File: config.mk
export PLATFORM = sky130hd
export DESIGN_NAME = qdc_top
export DESIGN_NICKNAME = d
export VERILOG_FILES = /design/src/qdc_pkg.sv /design/src/qdc_fifo.sv /design/src/qdc_top.sv
export SDC_FILE = /design/constraint.sdc
export NUM_CORES = 1
export LEC_CHECK = 0
export BUFFER_PORTS_ARGS = -buffer_cell sky130_fd_sc_hd__buf_2
export CORE_ASPECT_RATIO = 0.8
export CORE_MARGIN = 2
export CORE_UTILIZATION = 35
export DETAILED_ROUTE_END_ITERATION = 12
export SKIP_CTS_REPAIR_TIMING = 1
export SLEW_MARGIN = 20
export SYNTH_ARGS = -nofsm -noshare
export SYNTH_HDL_FRONTEND = slang
export SYNTH_SLANG_ARGS = --single-unit
File: constraint.sdc
create_clock -name ref_clk -period 3.6 [get_ports ref_clk]
set_input_delay 0.36 -clock ref_clk [delete_from_list [all_inputs] [get_ports ref_clk]]
set_output_delay 0.36 -clock ref_clk [all_outputs]
set_load 0.05 [all_outputs]
File: src/qdc_pkg.sv
// constants and types shared by the quad converter serial control block
`default_nettype none
package qdc_pkg;
  // -----------------------------------------------------------------
  // serial frame layout
  // -----------------------------------------------------------------
  localparam int          WORD_BITS  = 12;
  localparam logic [3:0]  LAST_BIT   = 4'hB;
  localparam int          START_BIT  = 11;
  localparam int          TYPE_BIT   = 10;
  localparam int          SEL_HI     = 9;
  localparam int          SEL_LO     = 8;
  localparam int          CODE_MSB   = 7;
  localparam int          CODE_W     = 8;
  localparam logic [7:0]  CODE_RESET = 8'h00;
  // -----------------------------------------------------------------
  // control word fields
  // -----------------------------------------------------------------
  localparam int          CTRL_W        = 10;
  localparam int          CTRL_MODE     = 9;
  localparam int          CTRL_GAIN_LSB = 5;
  localparam int          CTRL_HOLD_LSB = 1;
  localparam int          CTRL_ACT      = 0;
  localparam logic [9:0]  CTRL_RESET    = 10'h1E0;
  // -----------------------------------------------------------------
  // channels, word queue and pin sampling
  // -----------------------------------------------------------------
  localparam int          NUM_CH     = 4;
  localparam int          ENT_W      = 13;
  localparam int          MARK_BIT   = 12;
  localparam int          FIFO_DEPTH = 16;
  localparam int          PIN_W      = 3;
  localparam int          PIN_CLK    = 0;
  localparam int          PIN_DATA   = 1;
  localparam int          PIN_EN     = 2;
  localparam logic [12:0] MARK_ENTRY = 13'h1000;

  typedef enum logic {ST_TAKE, ST_APPLY} qdc_state_e;
endpackage
`default_nettype wire

File: src/qdc_fifo.sv
// parameterised valid/ready word queue
`timescale 1ns/1ps
`default_nettype none
module qdc_fifo #(
  parameter int W = 13,
  parameter int D = 16
) (
  input  wire logic         clk,
  input  wire logic         nrst,
  input  wire logic         in_valid,
  output logic              in_ready,
  input  wire logic [W-1:0] in_data,
  output logic              out_valid,
  input  wire logic         out_ready,
  output logic      [W-1:0] out_data
);
  localparam int AW = $clog2(D);

  logic [W-1:0] mem [D];
  logic [AW:0]  wr_q;
  logic [AW:0]  rd_q;
  logic         push;
  logic         pop;

  // -----------------------------------------------------------------
  // status
  // -----------------------------------------------------------------
  // full when pointers differ only in the wrap bit
  assign in_ready  = !((wr_q[AW] != rd_q[AW]) && (wr_q[AW-1:0] == rd_q[AW-1:0]));
  assign out_valid = (wr_q != rd_q);
  assign push      = in_valid && in_ready;
  assign pop       = out_valid && out_ready;
  assign out_data  = mem[rd_q[AW-1:0]];

  // storage has no reset; only written slots are ever read
  always_ff @(posedge clk) begin
    if (push) begin
      mem[wr_q[AW-1:0]] <= in_data;
    end
  end

  // pointers
  always_ff @(posedge clk or negedge nrst) begin
    if (!nrst) begin
      wr_q <= '0;
      rd_q <= '0;
    end else begin
      if (push) begin
        wr_q <= wr_q + 1'b1;
      end
      if (pop) begin
        rd_q <= rd_q + 1'b1;
      end
    end
  end
endmodule // qdc_fifo
`default_nettype wire

File: src/qdc_top.sv
// serial write interface and control logic of a four channel converter
//
// Summary of operation
// - enable high: from the start bit on, shift bit each serial falling edge
// - enable low: serial edges ignored, nothing loaded
// - single mode: update output on twelfth edge
// - double mode default: update all on enable fall
// - mode one selects single; sticky once set
// - control word setting single latches pending data
// - double mode: newer block overwrites same channel
// - enable fall ends transfer; latches held data in double mode only
// - control register holds ten active bits
// - gain bit: zero unity, one double
// - channel on if hold bit, else activation
// - activate bit ORed with asynchronous wake pin
// - two select bits pick channel a..d
// - reset leaves all channels shut down
// - reset control: mode0 gain1 hold0 act0
// - reset clears every held output code
// - codes are unsigned eight bit values
`timescale 1ns/1ps
`default_nettype none
module qdc_top (
  input  wire logic       ref_clk,
  input  wire logic       nrst,
  input  wire logic       serial_clk,
  input  wire logic       serial_data,
  input  wire logic       enable,
  input  wire logic       hardware_wake_pin,
  output logic      [7:0] output_a,
  output logic      [7:0] output_b,
  output logic      [7:0] output_c,
  output logic      [7:0] output_d,
  output logic            gain_select_a,
  output logic            gain_select_b,
  output logic            gain_select_c,
  output logic            gain_select_d,
  output logic            channel_on_a,
  output logic            channel_on_b,
  output logic            channel_on_c,
  output logic            channel_on_d,
  output logic            single_mode,
  output logic            link_ready
);
  // -----------------------------------------------------------------
  // frame decoding helpers
  // -----------------------------------------------------------------
  // a word with the type bit set carries the control register
  function automatic logic is_ctrl(input logic [11:0] w);
    is_ctrl = w[qdc_pkg::TYPE_BIT];
  endfunction

  // channel select, high bit first on the wire
  function automatic logic [1:0] chan_of(input logic [11:0] w);
    chan_of = {w[qdc_pkg::SEL_HI], w[qdc_pkg::SEL_LO]};
  endfunction

  // -----------------------------------------------------------------
  // pin sampling
  // -----------------------------------------------------------------
  logic [2:0] pin_raw;
  logic [2:0] s1_q;
  logic [2:0] s2_q;
  logic [2:0] s3_q;
  logic [2:0] flt_q;
  logic [2:0] prev_q;
  logic       clk_fall;
  logic       en_fall;
  logic       en_lvl;
  logic       bit_in;

  assign pin_raw[qdc_pkg::PIN_CLK]  = serial_clk;
  assign pin_raw[qdc_pkg::PIN_DATA] = serial_data;
  assign pin_raw[qdc_pkg::PIN_EN]   = enable;

  // three stage chain; first stage feeds only the second
  always_ff @(posedge ref_clk or negedge nrst) begin
    if (!nrst) begin
      s1_q <= 3'h0;
      s2_q <= 3'h0;
      s3_q <= 3'h0;
    end else begin
      s1_q <= pin_raw;
      s2_q <= s1_q;
      s3_q <= s2_q;
    end
  end

  // a level change counts only once stages two and three agree
  genvar gi;
  generate
    for (gi = 0; gi < qdc_pkg::PIN_W; gi++) begin : g_flt
      always_ff @(posedge ref_clk or negedge nrst) begin
        if (!nrst) begin
          flt_q[gi]  <= 1'b0;
          prev_q[gi] <= 1'b0;
        end else begin
          if (s2_q[gi] == s3_q[gi]) begin
            flt_q[gi] <= s3_q[gi];
          end
          prev_q[gi] <= flt_q[gi];
        end
      end
    end
  endgenerate

  // data and clock share the same delay, so setup is preserved
  assign en_lvl   = flt_q[qdc_pkg::PIN_EN];
  assign bit_in   = flt_q[qdc_pkg::PIN_DATA];
  assign clk_fall = prev_q[qdc_pkg::PIN_CLK] && !flt_q[qdc_pkg::PIN_CLK];
  assign en_fall  = prev_q[qdc_pkg::PIN_EN] && !en_lvl;

  // -----------------------------------------------------------------
  // input shift register
  // -----------------------------------------------------------------
  logic [10:0] shift_q;
  logic [3:0]  cnt_q;
  logic [11:0] word_q;
  logic        word_vld_q;

  // idle zeros before the start bit are skipped, which is how a
  // run of twelve zeros brings the frame back into step
  always_ff @(posedge ref_clk or negedge nrst) begin
    if (!nrst) begin
      shift_q    <= 11'h000;
      cnt_q      <= 4'h0;
      word_q     <= 12'h000;
      word_vld_q <= 1'b0;
    end else begin
      word_vld_q <= 1'b0;
      if (!en_lvl) begin
        cnt_q <= 4'h0;
      end else if (clk_fall) begin
        if ((cnt_q != 4'h0) || bit_in) begin
          shift_q <= {shift_q[9:0], bit_in};
          if (cnt_q == qdc_pkg::LAST_BIT) begin
            cnt_q      <= 4'h0;
            word_q     <= {shift_q, bit_in};
            word_vld_q <= 1'b1;
          end else begin
            cnt_q <= cnt_q + 4'h1;
          end
        end
      end
    end
  end

  // -----------------------------------------------------------------
  // word queue
  // -----------------------------------------------------------------
  logic        mark_pend_q;
  logic        q_in_valid;
  logic        q_in_ready;
  logic [12:0] q_in_data;
  logic        q_out_valid;
  logic        q_out_ready;
  logic [12:0] q_out_data;

  // the enable fall travels as a marker behind the words before it,
  // so the latch never overtakes data still in the queue
  assign q_in_valid = word_vld_q || mark_pend_q;
  assign q_in_data  = word_vld_q ? {1'b0, word_q} : qdc_pkg::MARK_ENTRY;
  assign link_ready = q_in_ready;

  // a new enable fall wins over the clear of the previous one
  always_ff @(posedge ref_clk or negedge nrst) begin
    if (!nrst) begin
      mark_pend_q <= 1'b0;
    end else if (en_fall) begin
      mark_pend_q <= 1'b1;
    end else if (!word_vld_q && q_in_ready) begin
      mark_pend_q <= 1'b0;
    end
  end

  // a word that meets a full queue is lost; link_ready shows it
  qdc_fifo #(
    .W (qdc_pkg::ENT_W),
    .D (qdc_pkg::FIFO_DEPTH)
  ) u_fifo (
    .clk       (ref_clk),
    .nrst      (nrst),
    .in_valid  (q_in_valid),
    .in_ready  (q_in_ready),
    .in_data   (q_in_data),
    .out_valid (q_out_valid),
    .out_ready (q_out_ready),
    .out_data  (q_out_data)
  );

  // -----------------------------------------------------------------
  // word decoder
  // -----------------------------------------------------------------
  qdc_pkg::qdc_state_e st_q;
  logic [12:0]         ent_q;
  logic [11:0]         ent_word;
  logic                ent_mark;
  logic                ent_ctrl;
  logic [9:0]          new_ctrl;

  // the decoder takes one entry every other cycle and stalls the queue
  assign q_out_ready = (st_q == qdc_pkg::ST_TAKE);
  assign ent_word    = ent_q[11:0];
  assign ent_mark    = ent_q[qdc_pkg::MARK_BIT];
  assign ent_ctrl    = is_ctrl(ent_word);
  assign new_ctrl    = ent_word[qdc_pkg::CTRL_W-1:0];

  // take / apply sequence
  always_ff @(posedge ref_clk or negedge nrst) begin
    if (!nrst) begin
      st_q  <= qdc_pkg::ST_TAKE;
      ent_q <= 13'h0000;
    end else begin
      case (st_q)
        qdc_pkg::ST_TAKE: begin
          if (q_out_valid) begin
            ent_q <= q_out_data;
            st_q  <= qdc_pkg::ST_APPLY;
          end
        end
        qdc_pkg::ST_APPLY: begin
          st_q <= qdc_pkg::ST_TAKE;
        end
        default: begin
          st_q <= qdc_pkg::ST_TAKE;
        end
      endcase
    end
  end

  logic apply;
  assign apply = (st_q == qdc_pkg::ST_APPLY);

  // -----------------------------------------------------------------
  // entry classification
  // -----------------------------------------------------------------
  logic ctrl_hit;
  logic data_hit;
  logic mark_hit;

  // at most one of these is high, and only in an apply cycle
  assign ctrl_hit = apply && !ent_mark && ent_ctrl;
  assign data_hit = apply && !ent_mark && !ent_ctrl;
  assign mark_hit = apply && ent_mark;

  // -----------------------------------------------------------------
  // control register
  // -----------------------------------------------------------------
  logic [9:0] ctrl_q;
  logic       mode_q;
  logic [3:0] hold_bits;
  logic       act_bit;

  // ten write-only bits; the mode bit can be set but never cleared
  always_ff @(posedge ref_clk or negedge nrst) begin
    if (!nrst) begin
      ctrl_q <= qdc_pkg::CTRL_RESET;
    end else if (ctrl_hit) begin
      ctrl_q <= new_ctrl;
      ctrl_q[qdc_pkg::CTRL_MODE] <= new_ctrl[qdc_pkg::CTRL_MODE] | mode_q;
    end
  end

  assign mode_q    = ctrl_q[qdc_pkg::CTRL_MODE];
  assign hold_bits = ctrl_q[qdc_pkg::CTRL_HOLD_LSB +: qdc_pkg::NUM_CH];
  assign act_bit   = ctrl_q[qdc_pkg::CTRL_ACT];
  assign single_mode = mode_q;

  // -----------------------------------------------------------------
  // holding and output registers
  // -----------------------------------------------------------------
  logic [7:0] held_q [qdc_pkg::NUM_CH];
  logic [7:0] out_q  [qdc_pkg::NUM_CH];
  logic [3:0] gain_q;
  logic       go_single;
  logic       latch_all;
  logic [1:0] ent_ch;

  assign ent_ch    = chan_of(ent_word);
  assign go_single = ctrl_hit
                   && new_ctrl[qdc_pkg::CTRL_MODE] && !mode_q;
  // an enable fall latches only in double mode; entering single mode
  // also flushes what was pending
  assign latch_all = (mark_hit && !mode_q) || go_single;

  // codes: holding copy always written, output copy per mode
  always_ff @(posedge ref_clk or negedge nrst) begin
    if (!nrst) begin
      for (int i = 0; i < qdc_pkg::NUM_CH; i++) begin
        held_q[i] <= qdc_pkg::CODE_RESET;
        out_q[i]  <= qdc_pkg::CODE_RESET;
      end
    end else if (latch_all) begin
      out_q <= held_q;
    end else if (data_hit) begin
      // later block for the same channel replaces the earlier one
      held_q[ent_ch] <= ent_word[qdc_pkg::CODE_MSB:0];
      if (mode_q) begin
        out_q[ent_ch] <= ent_word[qdc_pkg::CODE_MSB:0];
      end
    end
  end

  // gain bits follow the same update moment as the codes
  always_ff @(posedge ref_clk or negedge nrst) begin
    if (!nrst) begin
      gain_q <= qdc_pkg::CTRL_RESET[qdc_pkg::CTRL_GAIN_LSB +: qdc_pkg::NUM_CH];
    end else if (go_single || (mode_q && ctrl_hit)) begin
      gain_q <= new_ctrl[qdc_pkg::CTRL_GAIN_LSB +: qdc_pkg::NUM_CH];
    end else if (mark_hit && !mode_q) begin
      gain_q <= ctrl_q[qdc_pkg::CTRL_GAIN_LSB +: qdc_pkg::NUM_CH];
    end
  end

  // -----------------------------------------------------------------
  // outputs
  // -----------------------------------------------------------------
  logic [3:0] chan_on;

  // the wake pin bypasses every flip-flop so it acts without a clock;
  // after reset act and hold are zero, so channels stay shut down
  assign chan_on = hold_bits | {4{act_bit | hardware_wake_pin}};

  assign output_a      = out_q[0];
  assign output_b      = out_q[1];
  assign output_c      = out_q[2];
  assign output_d      = out_q[3];
  // 0 selects unity gain, 1 double gain
  assign gain_select_a = gain_q[0];
  assign gain_select_b = gain_q[1];
  assign gain_select_c = gain_q[2];
  assign gain_select_d = gain_q[3];
  assign channel_on_a  = chan_on[0];
  assign channel_on_b  = chan_on[1];
  assign channel_on_c  = chan_on[2];
  assign channel_on_d  = chan_on[3];
endmodule // qdc_top
`default_nettype wire

Word level (Yosys, flattened, before mapping)
Memories as Yosys holds them, arrays and structs flattened. A register that Yosys moved wholly into a read port is not among the register bits. Cells that the tools add are included.

Latch bits: 0. ROM bits: 0. Output and inout port bits: 42. Register bits: 132. Memories: 1. RAM bits: 208.

$lt $le $gt $ge: 2. Multiply operators: 0. Shift operators: 0. Reduce and logical (&&, ||, !) cells: 38. Add/subtract/negate cells: 3. Equality and inequality tests: 9. Muxes and demuxes: 24. Bitwise gates (word level): 6. Div/mod/pow operators: 0.

Memories: u_fifo.mem (depth 16, width 13, rd ports 1, clocked after memory_dff 1, wr ports 1, RTL line qdc_fifo.sv:19) `logic [W-1:0] mem [D];`.

Operator list (count): 32-bit two-way mux (3); 32-bit bitwise mux (2); 4-bit two-way mux (6); 8-bit demux with 2-bit select (1); 1-bit logical AND (15); 13-bit two-way mux (1); 5-bit by 1-bit adder with 5-bit output, second input constant (2); 1-bit two-way mux (9); 1-bit zero test (8); 8-bit two-way mux (1); 2-bit AND reduction (4); 2-bit nonzero test (4); 5-bit != test (1); 4-bit by 1-bit adder with 4-bit output, second input constant (1); 4-bit == test (1); 4-bit == test, second input constant (1); 1-bit logical OR (4); 2-bit by 1-bit != test with 1-bit output, second input constant (2); 4-bit bitwise OR (1); 4-bit AND reduction (1); 4-bit nonzero test (1); 1-bit == test (3); 3-bit greater-or-equal comparator, second input constant (1); 3-bit by 1-bit < comparator with 1-bit output, second input constant (1); 6 further kinds (8).

Longest topological paths before layout
Gate-level depths: netlist of the first run.

Depth after elaboration: 9. Gate-level depth with buffers: 7.

Cells and area by module
A second synthesis of the first run with hierarchy kept.

Cells, all modules: 810. Area, all modules: 14041.0 µm².

Modules (own cells, without submodules): qdc_fifo (cells an instance 402, instances 1, area an instance 8599.5 µm², sequential area each 6496.2 µm²); qdc_top (cells an instance 408, instances 1, area an instance 5441.5 µm², sequential area each 3363.2 µm²).

Least setup slack after synthesis of the first run
Ideal clock, no wire load.

Kind: register to register. Start: reg u_fifo.rd_q[0]. End: mem u_fifo.mem[3][0], enable pin. Clock period less this slack: 3196 ps. Required time: 3183 ps. Data arrival time: 2779 ps. Buffers on the path: 2. Cell stages (with the launch flop): 7. Slack: 404 ps. Path through: dfrtp_1 -> buf_2 -> xor2_1 -> nor4_4 -> a21oi_1 -> buf_2 -> nor4b_1.

Longest elaborated chain between the ends: 6.

RTL lines: start, declared (RTL line qdc_fifo.sv:21) `logic [AW:0] rd_q;`; start signal, assigned (RTL line qdc_fifo.sv:52) `rd_q <= rd_q + 1'b1;`; 4-bit == test (RTL line qdc_fifo.sv:29) `assign in_ready = !((wr_q[AW] != rd_q[AW]) && (wr_q[AW-1:0] == rd_q[AW-1:0]));`; 1-bit logical AND (RTL line qdc_fifo.sv:29); 1-bit zero test (RTL line qdc_fifo.sv:29); 1-bit logical AND (RTL line qdc_fifo.sv:31) `assign push = in_valid && in_ready;`; 1-bit two-way mux (RTL line qdc_fifo.sv:37) `if (push) begin`; 1-bit two-way mux (implied by the code) (RTL line qdc_fifo.sv:38) `mem[wr_q[AW-1:0]] <= in_data;`; end, declared (RTL line qdc_fifo.sv:19).

Every way passes these cells.

Final worst setup path of the first run
Start: reg u_fifo.wr_q[2]. End: mem u_fifo.mem[10][8], enable pin.

Longest elaborated chain between the ends: 6.

RTL lines: start, declared (RTL line qdc_fifo.sv:20) `logic [AW:0] wr_q;`; start signal, assigned (RTL line qdc_fifo.sv:49) `wr_q <= wr_q + 1'b1;`; 4-bit == test (RTL line qdc_fifo.sv:29); 1-bit logical AND (RTL line qdc_fifo.sv:29); 1-bit zero test (RTL line qdc_fifo.sv:29); 1-bit logical AND (RTL line qdc_fifo.sv:31); 1-bit two-way mux (RTL line qdc_fifo.sv:37); 1-bit two-way mux (implied by the code) (RTL line qdc_fifo.sv:38).

Several ways; a longest one is shown, not always the timed one.

==> impl_results.md, run 1 <==
* Setup crit end kind: flip-flop
* Sum Neg Setup Slack at 0 ns
* Average wire per standard cell at 20.5 µm
* Detailed Route Iter0 Violations at 613
* Worst slew pin tran at between 0.8 and 0.9 ns
* Crit Path Class: reg2reg
* DP HPWL at 16,800 µm
* Sequential share of the synthesized area at 0.694
* NumNets Final at 859
* Req. time, crit path at 3.78 ns
* Pre-CTS WS at 0.880 ns
* Die ar. at 40,000 µm²
* Mapped cell area at 13,500 µm²
* Vias in the first global route at roughly 7,000
* # rows at 64
* Critical R2R Launch: u_fifo.wr_q[2]
* Clock slew at reported path FFs at 0.06 ns
* CTS tree: yes
* CP max stage cell: dfrtp_1
* CTS Buf Count at 31
* Syn Nets at 800
* Post-synthesis instance total at approximately 790
* Number of distinct library cells after synthesis at 51
* Fill count at about 3,400
* Core region area at 38,000 µm²
* Hold Fails Final Rpt at 0
* Pwr Density at 835 nW/µm²
* Largest net degree at the start of global routing at 84
* DR pass1 iterations at 5
* Root buf cell: clkbuf_16
* Initial antenna violation count at 1
* Mean post-synth cell area at 17.1 µm²
* Setup Skew at between 0.01 and 0.015 ns
* Final Critical Period at 2.73 ns
* Flops & latches, synth at 334
* Critical Path Most Common Cell: buf_4
* Clock sinks at approximately 330
* Max-cap violations at 0
* Slew margin rel. at 0.465
* RePlAce Congestion at 0.733
* Crit Path Max Fanout at 19
* Yosys warns at 0
* Period Utilization, post-route at 0.759
* Final setup vio count at 0
* RR Endpoint: u_fifo.mem[10][8]
* Diode count at 0
* PortBufs at 47
* Layout Cells excl Fill at 1,365
* Height of the die at 179 µm
* DRT Wirelength at 28,000 µm
* Overall Power at roughly 13 mW
* IO Count at 48
* Hold Startpoint: s1_q[2]
* Area grow syn2layout at 14.8%
* Routed vias at 6,967
* Die Wd at 223 µm
* Unrepaired setup endpoints after global routing: no
* Critical-path cell list: xor2_1 -> nor4_4 -> buf_4 -> a21oi_1 -> buf_4 -> and4b_1
* H-tree levels at 1
* Status: finished, final reports clean
* Pins Over Slew Limit at 0
* Leakage power at about 6 nW
* Congestion Overflow GR at 0
* Flop2flop setup slack at 0.87 ns
* Maximum VDD drop at 0.477 mV
* R2R depth at 6
* Layout cells sized above 1 at 0.267
* Maximum clock insertion buffer count at 3
* Final core utilization at 0.406
* Critical path launch point type: flip-flop
* ANT nets after route at 0
* Achievable Freq at 0.366 GHz
* GRT Total Usage at 0.139
* Clk_lat worst skew at 0.56 ns
* Initial Util at 0.354
* Final WS setup at 0.868 ns
* Dpl cells at 1,304
* First-pass GRT wire length at 42,400 µm
* Delay of the slowest cell on the worst path at 0.77 ns
* Number of remaining DRC errors at 0
* Worst path arrival time at 2.92 ns
* Worst Hold Class: reg2reg
* WHS Path Cells at 0
* DR vias/cell at 5.10
* WHS Endpoint: s2_q[2]
==> state kept, by name, indices dropped and copies added, names as in the netlist, 5 cells and up <==
signal       flops
output_a         8
u_fifo.rd_q      5
u_fifo.wr_q      5
ctrl_q          10
output_b         8
output_c         8
held_q          32
u_fifo.mem     192
word_q          11
shift_q         10
ent_q           12
output_d         8
==> placed cells by master (no fill, tap or decap), types with 4 or more instances in the layout <==
master	count
a211oi_1	5
a21boi_0	4
a21o_1	32
a221oi_1	12
a22o_1	43
a22oi_1	13
and2_1	13
and4b_1	8
buf_2	46
buf_4	20
bufinv_16	7
clkbuf_16	31
clkinv_2	11
dfrtp_1	133
dfstp_2	8
dlygate4sd3_1	4
edfxtp_1	192
ha_1	7
inv_1	12
mux2_1	12
mux2_2	70
mux2_4	5
mux2i_1	53
mux4_1	8
mux4_2	16
nand2_1	12
nand3_1	6
nor2_1	14
o21ai_0	9
or3_1	4
xor2_1	12
==> report_power, final <==
group	switching (mW)	internal (mW)	total, mW
Combinational	2.28	1.62	3.90
Sequential	0.678	4.81	5.48
Clock	1.43	2.08	3.51
==> cell usage after synthesis, drive strengths merged <==
cell,instances,share of area
dfstp,8,0.016
clkbuf,28,0.0081
a211oi,6,0.0033
nor4,2,0.0020
maj3,3,0.0022
and3b,1,0.00065
nor3b,3,0.0024
edfxtp,192,0.43
nand2,12,0.0033
buf,19,0.0087
and4,3,0.0020
mux4,24,0.042
mux2,87,0.074
o21bai,1,0.00056
xor2,12,0.0078
and4b,8,0.0060
nand4bb,1,0.00084
nor2b,2,0.00093
a21o,32,0.018
nor2,14,0.0039
nor4b,2,0.0013
nand3b,3,0.0017
xnor2,2,0.0013
nand3,6,0.0022
nor3,2,0.0015
and2,13,0.0060
a221oi,12,0.0078
mux2i,53,0.039
nand2b,1,0.00047
a21boi,4,0.0022
a22o,43,0.028
inv,12,0.0033
o21ai,9,0.0033
o22ai,1,0.00047
and3,1,0.00047
a21oi,4,0.0018
ha,7,0.0065
dfrtp,134,0.25
a22oi,13,0.0073
or3,4,0.0019
nor4bb,3,0.0022
==> cell families after synthesis <==
kind of cell | after synthesis | synth area share
simple gates | 81 | 0.0398
mux | 164 | 0.156
xor+xnor | 14 | 0.00912
buf+inv | 59 | 0.0201
fa+ha+maj | 10 | 0.00874
compound gates | 125 | 0.0726
flops | 334 | 0.694
==> metal layers <==
metal,wire length (µm),share of wire,vias to the layer above,GRT usage
met4,442,0.016,0,0.0282
met1,14000,0.50,3594,0.219
met3,1560,0.056,35,0.0230
met2,11900,0.43,165,0.202
li1,-,-,3173,-
met5,0,0,-,0
==> through the flow <==
step                hold slack [ns]  instance area [µm²]
floorplan                    0.0644                13500
global placement              0.333                14300
detailed placement            0.340                14300
CTS                          -0.125                15400
global route                  0.362                15400
finish                        0.351                15400
==> worst max path at each step <==
stage,from,to,slack [ns]
final,u_fifo.wr_q[2],u_fifo.mem[10][8],0.87
after floorplan,u_fifo.rd_q[0],u_fifo.mem[3][0],0.40
after global routing,u_fifo.wr_q[2],u_fifo.mem[10][8],0.71
after global placement,u_fifo.wr_q[2],u_fifo.mem[10][12],0.88
after detailed placement,u_fifo.wr_q[2],u_fifo.mem[4][2],0.88
after CTS,u_fifo.wr_q[2],u_fifo.mem[10][8],0.86
==> worst max-delay path: cells and delay by family (launching register included) <==
kind                   cells  cell delay [ns]
AND/OR/NAND/NOR            2             0.73
flip-flops                 1             0.77
AO/OA/AOI/OAI              1             0.15
buffers and inverters      2             0.39
XOR/XNOR                   1             0.29
==> cell type report <==
type | instances | area, µm² | share of cell area
Tap cell | 495 | 619 | 0.0401
Multi-Input combinational cell | 394 | 3890 | 0.252
Clock buffer | 34 | 787 | 0.0510
Inverter | 12 | 45.0 | 0.00292
Sequential cell | 334 | 9330 | 0.604
Clock inverter | 23 | 298 | 0.0193
Timing Repair Buffer | 73 | 472 | 0.0305
Power figures use the tool's default switching activity.
==> inputs of run 2 (changes only) <==
--- a/config.mk
+++ b/config.mk
@@ -5,6 +5,7 @@
 export SDC_FILE = /design/constraint.sdc
 export NUM_CORES = 1
 export LEC_CHECK = 0
+export ABC_AREA = 1
 export BUFFER_PORTS_ARGS = -buffer_cell sky130_fd_sc_hd__buf_2
 export CORE_ASPECT_RATIO = 0.8
 export CORE_MARGIN = 2
==> constraint.sdc (replaced) <==
create_clock -name ref_clk -period 2.5 [get_ports ref_clk]
set_input_delay 0.25 -clock ref_clk [delete_from_list [all_inputs] [get_ports ref_clk]]
set_output_delay 0.25 -clock ref_clk [all_outputs]
set_load 0.05 [all_outputs]
==> run 2 against run 1 <==
Net effect:
- fmax rose by 26%
- non-clock buffer count rose by 15
- global-route usage rose by 2.2 points
- hold slack got worse by 0.055 ns
- flip-flop and latch count did not move
- core utilization rose by 0.20 points
- wire length rose by 22%
- critical endpoint is now u_fifo.mem[8][3]
- sequential share of layout area fell by 4.3 points
- largest power group unchanged
- largest cell class unchanged
==> impl_results.md, run 2 <==
* Status: finished, final reports clean
* Worst slew pin tran at 0.713 ns (-0.0889 ns)
* Mapped cell area at 14,500 µm² (+7.8%)
* Area grow syn2layout at 14.8% (about the same)
* Pre-CTS WS at 0.356 ns (-0.524 ns)
* Cell with the most instances after synthesis: nand2_1
* Routed vias at 10,017 (+44%)
* Hold Fails Final Rpt at 0 (unchanged)
* Synth cell count leaders: 502 x nand2_1, 243 x inv_1, 229 x nand3_1, 192 x edfxtp_1, 134 x dfrtp_1
* Largest net degree at the start of global routing at 100 (+19%)
* Smallest hold slack at 0.296 ns (-0.0551 ns)
* # rows at 66 (+3.1%)
* Number of distinct library cells after synthesis at 33 (-35%)
* Mean post-synth cell area at 9.54 µm² (-44%)
* Sequential share of the synthesized area at 0.643 (-0.0502)
* Detailed Route Iter0 Violations at 847 (+38%)
* Area leader, netlist: edfxtp_1
* Maximum VDD drop at 0.615 mV (+29%)
* Flops & latches, synth at 334 (unchanged)
* Critical path launch point type: flip-flop
* Net Sw Frac at 0.387 (+0.0470)
* DR pass1 iterations at 5 (unchanged)
* Worst Setup EP: u_fifo.mem[8][3]
* First-pass GRT wire length at 53,900 µm (+27%)
* Layout cells sized above 1 at 0.105 (-0.162)
* CP max stage cell: dfrtp_1
* Final WS setup at 0.339 ns (-0.529 ns)
* Most frequent cells in the layout: 502 x nand2_1, 243 x inv_1, 229 x nand3_1
* RePlAce Congestion at 0.824 (+12%)
* Synth area leaders: edfxtp_1 40%, dfrtp_1 23%, nand2_1 13%
* Ys async rst share at 0.425 (unchanged)
* Worst setup startpoint: u_fifo.wr_q[2]
* CTS Buf Count at 37 (+19%)
* Yosys warns at 0 (unchanged)
* Logic pwr share at 0.328 (+0.025)
* Worst path arrival time at 2.37 ns (-0.55 ns)
* Area share of the leading cell type in the synthesized netlist at 0.398 (-0.0310)
* Crit Path Max Fanout at 17 (-2)
* Register area at 9330 µm² (about the same)
* Maximum clock insertion buffer count at 3 (unchanged)
* Unrepaired setup endpoints after global routing: no
* GRT Total Usage at 0.161 (+0.0215)
* DR vias/cell at 4.65 (-9.0%)
* Flop2flop setup slack at 0.34 ns (-0.53 ns)
* ANT nets after route at 0 (unchanged)
* DRT Wirelength at 34,100 µm (+22%)
* Final setup vio count at 0 (unchanged)
* Req. time, crit path at 2.71 ns (-1.07 ns)
* Initial antenna violation count at 0 (-1)
* Initial Util at 0.355 (+0.00183)
* Max reg flops at 192 (unchanged)
* RR Endpoint: u_fifo.mem[8][3]
* Final Critical Period at 2.16 ns (-0.571 ns)
* Ys flop type: edfxtp_1
* Critical-path cell list: xor2_1 -> nor2_4 -> nand3b_4 -> nand2_1 -> nor2_1 -> buf_4
* Worst Hold Class: in2async
* Pins Over Slew Limit at 0 (unchanged)
* Syn Nets at 1,533 (+92%)
* Setup Skew at 0.0149 ns (+0.000799 ns)
* Delay of the slowest cell on the worst path at 0.50 ns (-0.27 ns)
* Leakage power at 7.89 nW (+32%)
* Core region area at 40,800 µm² (+7.2%)
* DP HPWL at 21,600 µm (+28%)
* Vias in the first global route at 9,484 (+37%)
* Fill count at 4,028 (+18%)
* Net Sw Power at 7.33 mW (+67%)
* H-tree levels at 2 (+1)
* Critical R2R Launch: u_fifo.wr_q[2]
* Slew margin rel. at 0.524 (+0.0588)
* Multi-input logic area at 3910 µm² (+0.51%)
* PortBufs at 47 (unchanged)
* Number of remaining DRC errors at 0 (unchanged)
* Post-synthesis instance total at 1,520 (+93%)
* Height of the die at 186 µm (+3.7%)
* Average wire per standard cell at 15.8 µm (-23%)
* Root buf cell: clkbuf_16
* Clock share of power at 0.279 (+0.007)
* Achievable Freq at 0.463 GHz (+26%)
* Setup crit end kind: flip-flop
* Congestion Overflow GR at 0 (unchanged)
* R2R depth at 6 (unchanged)
* Diode count at 0 (unchanged)
* Pint at 11.6 mW (+36%)
* CTS tree: yes
* Final core utilization at 0.408 (+0.00197)
* Die Wd at 232 µm (+3.8%)
* Sequential share of power at 0.394 (-0.031)
* Max-cap violations at 0 (unchanged)
* Period Utilization, post-route at 0.864 (+0.105)
* Post-synth EDFFs at 192 (unchanged)
* Clock sinks at 334 (unchanged)
* Die ar. at 43,100 µm² (+7.6%)
* Clk_lat worst skew at 0.53 ns (-0.03 ns)
* Sum Neg Setup Slack at 0 ns (unchanged)
* Crit Path Class: reg2reg
* Pwr Density at 1140 nW/µm² (+36%)
* Commonest non-fill, non-tap cell in the layout: nand2_1
* IO Count at 48 (unchanged)
* Clock slew at reported path FFs at 0.06 ns (about the same)
* NumNets Final at 1,597 (+86%)
[run 2: metrics by stage]
| step | power, mW | instance area (µm²) | cells |
|---|---|---|---|
| 2_1_floorplan | 11.9 | 14500 | 1520 |
| 3_3_place_gp | 13.7 | 15400 | 2085 |
| 3_5_place_dp | 13.8 | 15400 | 2085 |
| 4_1_cts | 19.1 | 16600 | 2152 |
| 5_1_grt | 20.1 | 16600 | 2156 |
| 6_report | 18.9 | 16600 | 2156 |
[run 2: final cells by class]
class,count,share of cell area
Sequential cell,334,0.561
Multi-Input combinational cell,871,0.235
Clock buffer,52,0.0628
Inverter,252,0.0570
Tap cell,544,0.0409
Timing Repair Buffer,88,0.0359
Clock inverter,15,0.00774
[run 2: logic make-up after synthesis]
group | Yosys count | synth area share
AO/OA/AOI/OAI | 78 | 0.0282
XOR/XNOR | 10 | 0.00604
adder cells (fa/ha/maj) | 10 | 0.00811
buffers and inverters | 315 | 0.0873
flip-flops | 334 | 0.643
AND/OR/NAND/NOR | 773 | 0.227
[run 2: how the worst min path moves through the flow]
stage,startpoint,end,slack (ns),depth (start not counted)
finish,nrst,output_d[2],0.30,2
global route,serial_data,s1_q[1],0.35,2
CTS,nrst,ctrl_q[1],-0.26,1
detailed placement,nrst,output_d[2],0.30,1
global placement,nrst,output_d[2],0.30,1
floorplan,nrst,apply,-0.05,0
[run 2: routing by layer]
layer / up-vias / global-route usage / wire length (µm)
met1: 4768 / 0.236 / 16500
met2: 243 / 0.244 / 15000
met4: 0 / 0.0456 / 750
met3: 53 / 0.0282 / 1830
li1: 4953 / - / -
met5: - / 0 / 0
[run 2: worst max-delay path, delay by kind of cell (launching register included)]
kind | cells | cell delay [ns]
xor+xnor | 1 | 0.27
simple gates | 4 | 0.79
buf+inv | 1 | 0.28
flops | 1 | 0.50
[run 2: power groups by stage]
stage	Clock (mW)	Combinational [mW]	Sequential (mW)
floorplan	0	3.82	8.09
detailed placement	0	6.22	7.55
finish	5.27	6.20	7.45
global route	5.59	6.92	7.55
CTS	5.37	6.23	7.45
global placement	0	6.15	7.53
==> inputs of run 3 (changes only) <==
==> constraint.sdc (replaced) <==
create_clock -name ref_clk -period 2.2 [get_ports ref_clk]
set_input_delay 0.22 -clock ref_clk [delete_from_list [all_inputs] [get_ports ref_clk]]
set_output_delay 0.22 -clock ref_clk [all_outputs]
set_load 0.05 [all_outputs]
==> run 3 against run 2 <==
Net effect:
- via count rose by 2.2%
- cell count increased by 0.60%
- non-clock buffer count increased by 14
- critical path depth down 2
- sequential power up 15%
- hold slack worse by 0.032 ns
- global-route usage grew 1.2 points
- combinational power rose by 14%
- critical endpoint is now link_ready
- clock power is 22% higher
- die area unchanged
- sequential share of layout area down 0.72 points
==> impl_results.md, run 3 (synthesis gave the netlist of run 2 again) <==
* Routed vias at 10,235 (+2.2%)
* Max-cap violations at 0 (unchanged)
* Smallest hold slack at 0.264 ns (-0.0321 ns)
* Clock sinks at 334 (unchanged)
* Initial Util at 0.355 (unchanged)
* NumNets Final at 1,611 (+0.88%)
* Largest net degree at the start of global routing at 99 (-1.0%)
* Die ar. at 43,100 µm² (unchanged)
* Maximum clock insertion buffer count at 3 (unchanged)
* Clk_lat worst skew at 0.53 ns (about the same)
* Height of the die at 186 µm (unchanged)
* Unrepaired setup endpoints after global routing: no
* Leakage power at 8.02 nW (+1.7%)
* Die Wd at 232 µm (unchanged)
* Hold Fails Final Rpt at 0 (unchanged)
* Crit Path Max Fanout at 8 (-9)
* Worst path arrival time at 1.78 ns (-0.59 ns)
* Maximum VDD drop at 0.828 mV (+35%)
* Pins Over Slew Limit at 0 (unchanged)
* Most frequent cells in the layout: 502 x nand2_1, 243 x inv_1, 229 x nand3_1
* Critical path launch point type: flip-flop
* Critical path buffer and inverter count at 1 (unchanged)
* Number of remaining DRC errors at 0 (unchanged)
* Detailed Route Iter0 Violations at 1,128 (+33%)
* # rows at 66 (unchanged)
* Area grow syn2layout at 16.3%
* Period Utilization, post-route at 0.909
* Met2 wire len at 16,100 µm (+7.0%)
* Diode count at 0 (unchanged)
* CTS Buf Count at 37 (unchanged)
* Met1 Wirelength at 17,300 µm (+4.6%)
* Congestion Overflow GR at 0 (unchanged)
* DP HPWL at 23,300 µm (+7.8%)
* Met3 Wirelength at 2330 µm (+27%)
* Critical-path cell list: xor2_1 -> nor2_4 -> nand3b_4 -> buf_2
* H-tree levels at 2 (unchanged)
* Final setup vio count at 0 (unchanged)
* Slew margin rel. at 0.568 (+0.0444)
* RePlAce Congestion at 0.854 (+3.7%)
* CTS tree: yes
* PortBufs at 47 (unchanged)
* Initial antenna violation count at 0 (unchanged)
* CP top delay family: flip-flops
* Pwr Density at 1310 nW/µm² (+15%)
* Crit Path Class: reg2out
* Final core utilization at 0.413 (+0.00531)
* DR vias/cell at 4.72 (+1.6%)
* Req. time, crit path at 1.98 ns (-0.73 ns)
* Max reg flops at 192 (unchanged)
* Final Critical Period at 2.00 ns
* Overall Power at 22.0 mW (+16%)
* Core region area at 40,800 µm² (unchanged)
* Delay of the slowest cell on the worst path at 0.49 ns (about the same)
* First-pass GRT wire length at 56,700 µm (+5.2%)
* Average wire per standard cell at 16.7 µm (+5.7%)
* Setup Skew at 0.0116 ns (-0.00337 ns)
* Final instance area at 16,900 µm² (+1.3%)
* Clock slew at reported path FFs at 0.06 ns (about the same)
* DR pass1 iterations at 5 (unchanged)
* Achievable Freq at 0.500 GHz
* Area after DPL at 15,600 µm² (+0.81%)
* Pre-CTS WS at 0.318 ns (-0.0382 ns)
* Vias in the first global route at 9,920 (+4.6%)
* Worst slew pin tran at 0.647 ns (-0.0658 ns)
* Root buf cell: clkbuf_16
* Setup crit end kind: output pin
* ANT nets after route at 0 (unchanged)
* Final WS setup at 0.200 ns (-0.139 ns)
* DRT Wirelength at 36,300 µm (+6.4%)
* CP max stage cell: dfrtp_1
* Top routing layer in use: met4
* GRT Total Usage at 0.173 (+0.0124)
* IO Count at 48 (unchanged)
* Commonest non-fill, non-tap cell in the layout: nand2_1
* Worst Hold Class: in2async
* Layout cells sized above 1 at 0.118 (+0.0127)
* Status: finished, final reports clean
-- run 3: cell count changes in the layout (fill, tap and decap cells not counted), sizes merged --
cell / before / now
clkbuf: 52 / 54
inv: 252 / 251
clkinvlp: 1 / 0
clkinv: 12 / 9
buf: 84 / 98
bufinv: 2 / 4
-- run 3: path summary, 6_finish.rpt --
| kind | slack [ns] | startpoint | cells past startpoint | end |
|---|---|---|---|---|
| min in group ref_clk | 0.33 | enable | 2 | s1_q[2] |
| worst min register to register | 0.35 | s1_q[0] | 0 | s2_q[0] |
| worst max-delay path | 0.20 | u_fifo.wr_q[2] | 4 | link_ready |
| worst min-delay path | 0.26 | nrst | 2 | output_c[0] |
| worst max register to register | 0.30 | u_fifo.rd_q[0] | 9 | ent_q[0] |
| max in group asynchronous | 1.22 | nrst | 3 | shift_q[8] |
-- run 3: per-layer routing --
metal,GRT usage,vias to the layer above
met5,0,-
met3,0.0320,47
met4,0.0418,0
met1,0.255,4933
met2,0.264,264
li1,-,4991
-- run 3: final cells by class --
type | instances | area [µm²]
repair buffers | 102 | 714
fillers | 4002 | 23900
flip-flops and latches | 334 | 9330
inverters | 252 | 948
multi-input cells | 871 | 3910
clock buffers | 54 | 1100
clock inverters | 12 | 164
well taps | 544 | 681
-- run 3: worst register-to-register path: cells and delay by family (launching register included) --
family / cells / cell delay [ns]
AND/OR/NAND/NOR: 7 / 0.78
flip-flops: 1 / 0.51
buffers and inverters: 2 / 0.51
-- run 3: stage by stage --
step                      cells  setup TNS (ns)
after floorplan            1520           -4.78
after global placement     2099               0
after detailed placement   2099               0
after CTS                  2165               0
after global routing       2169               0
final                      2169               0
-- run 3: report_power, final --
part	internal (mW)	switching, mW	total [mW]
sequential	7.71	0.841	8.55
clock	3.95	2.46	6.41
combinational	1.89	5.19	7.08
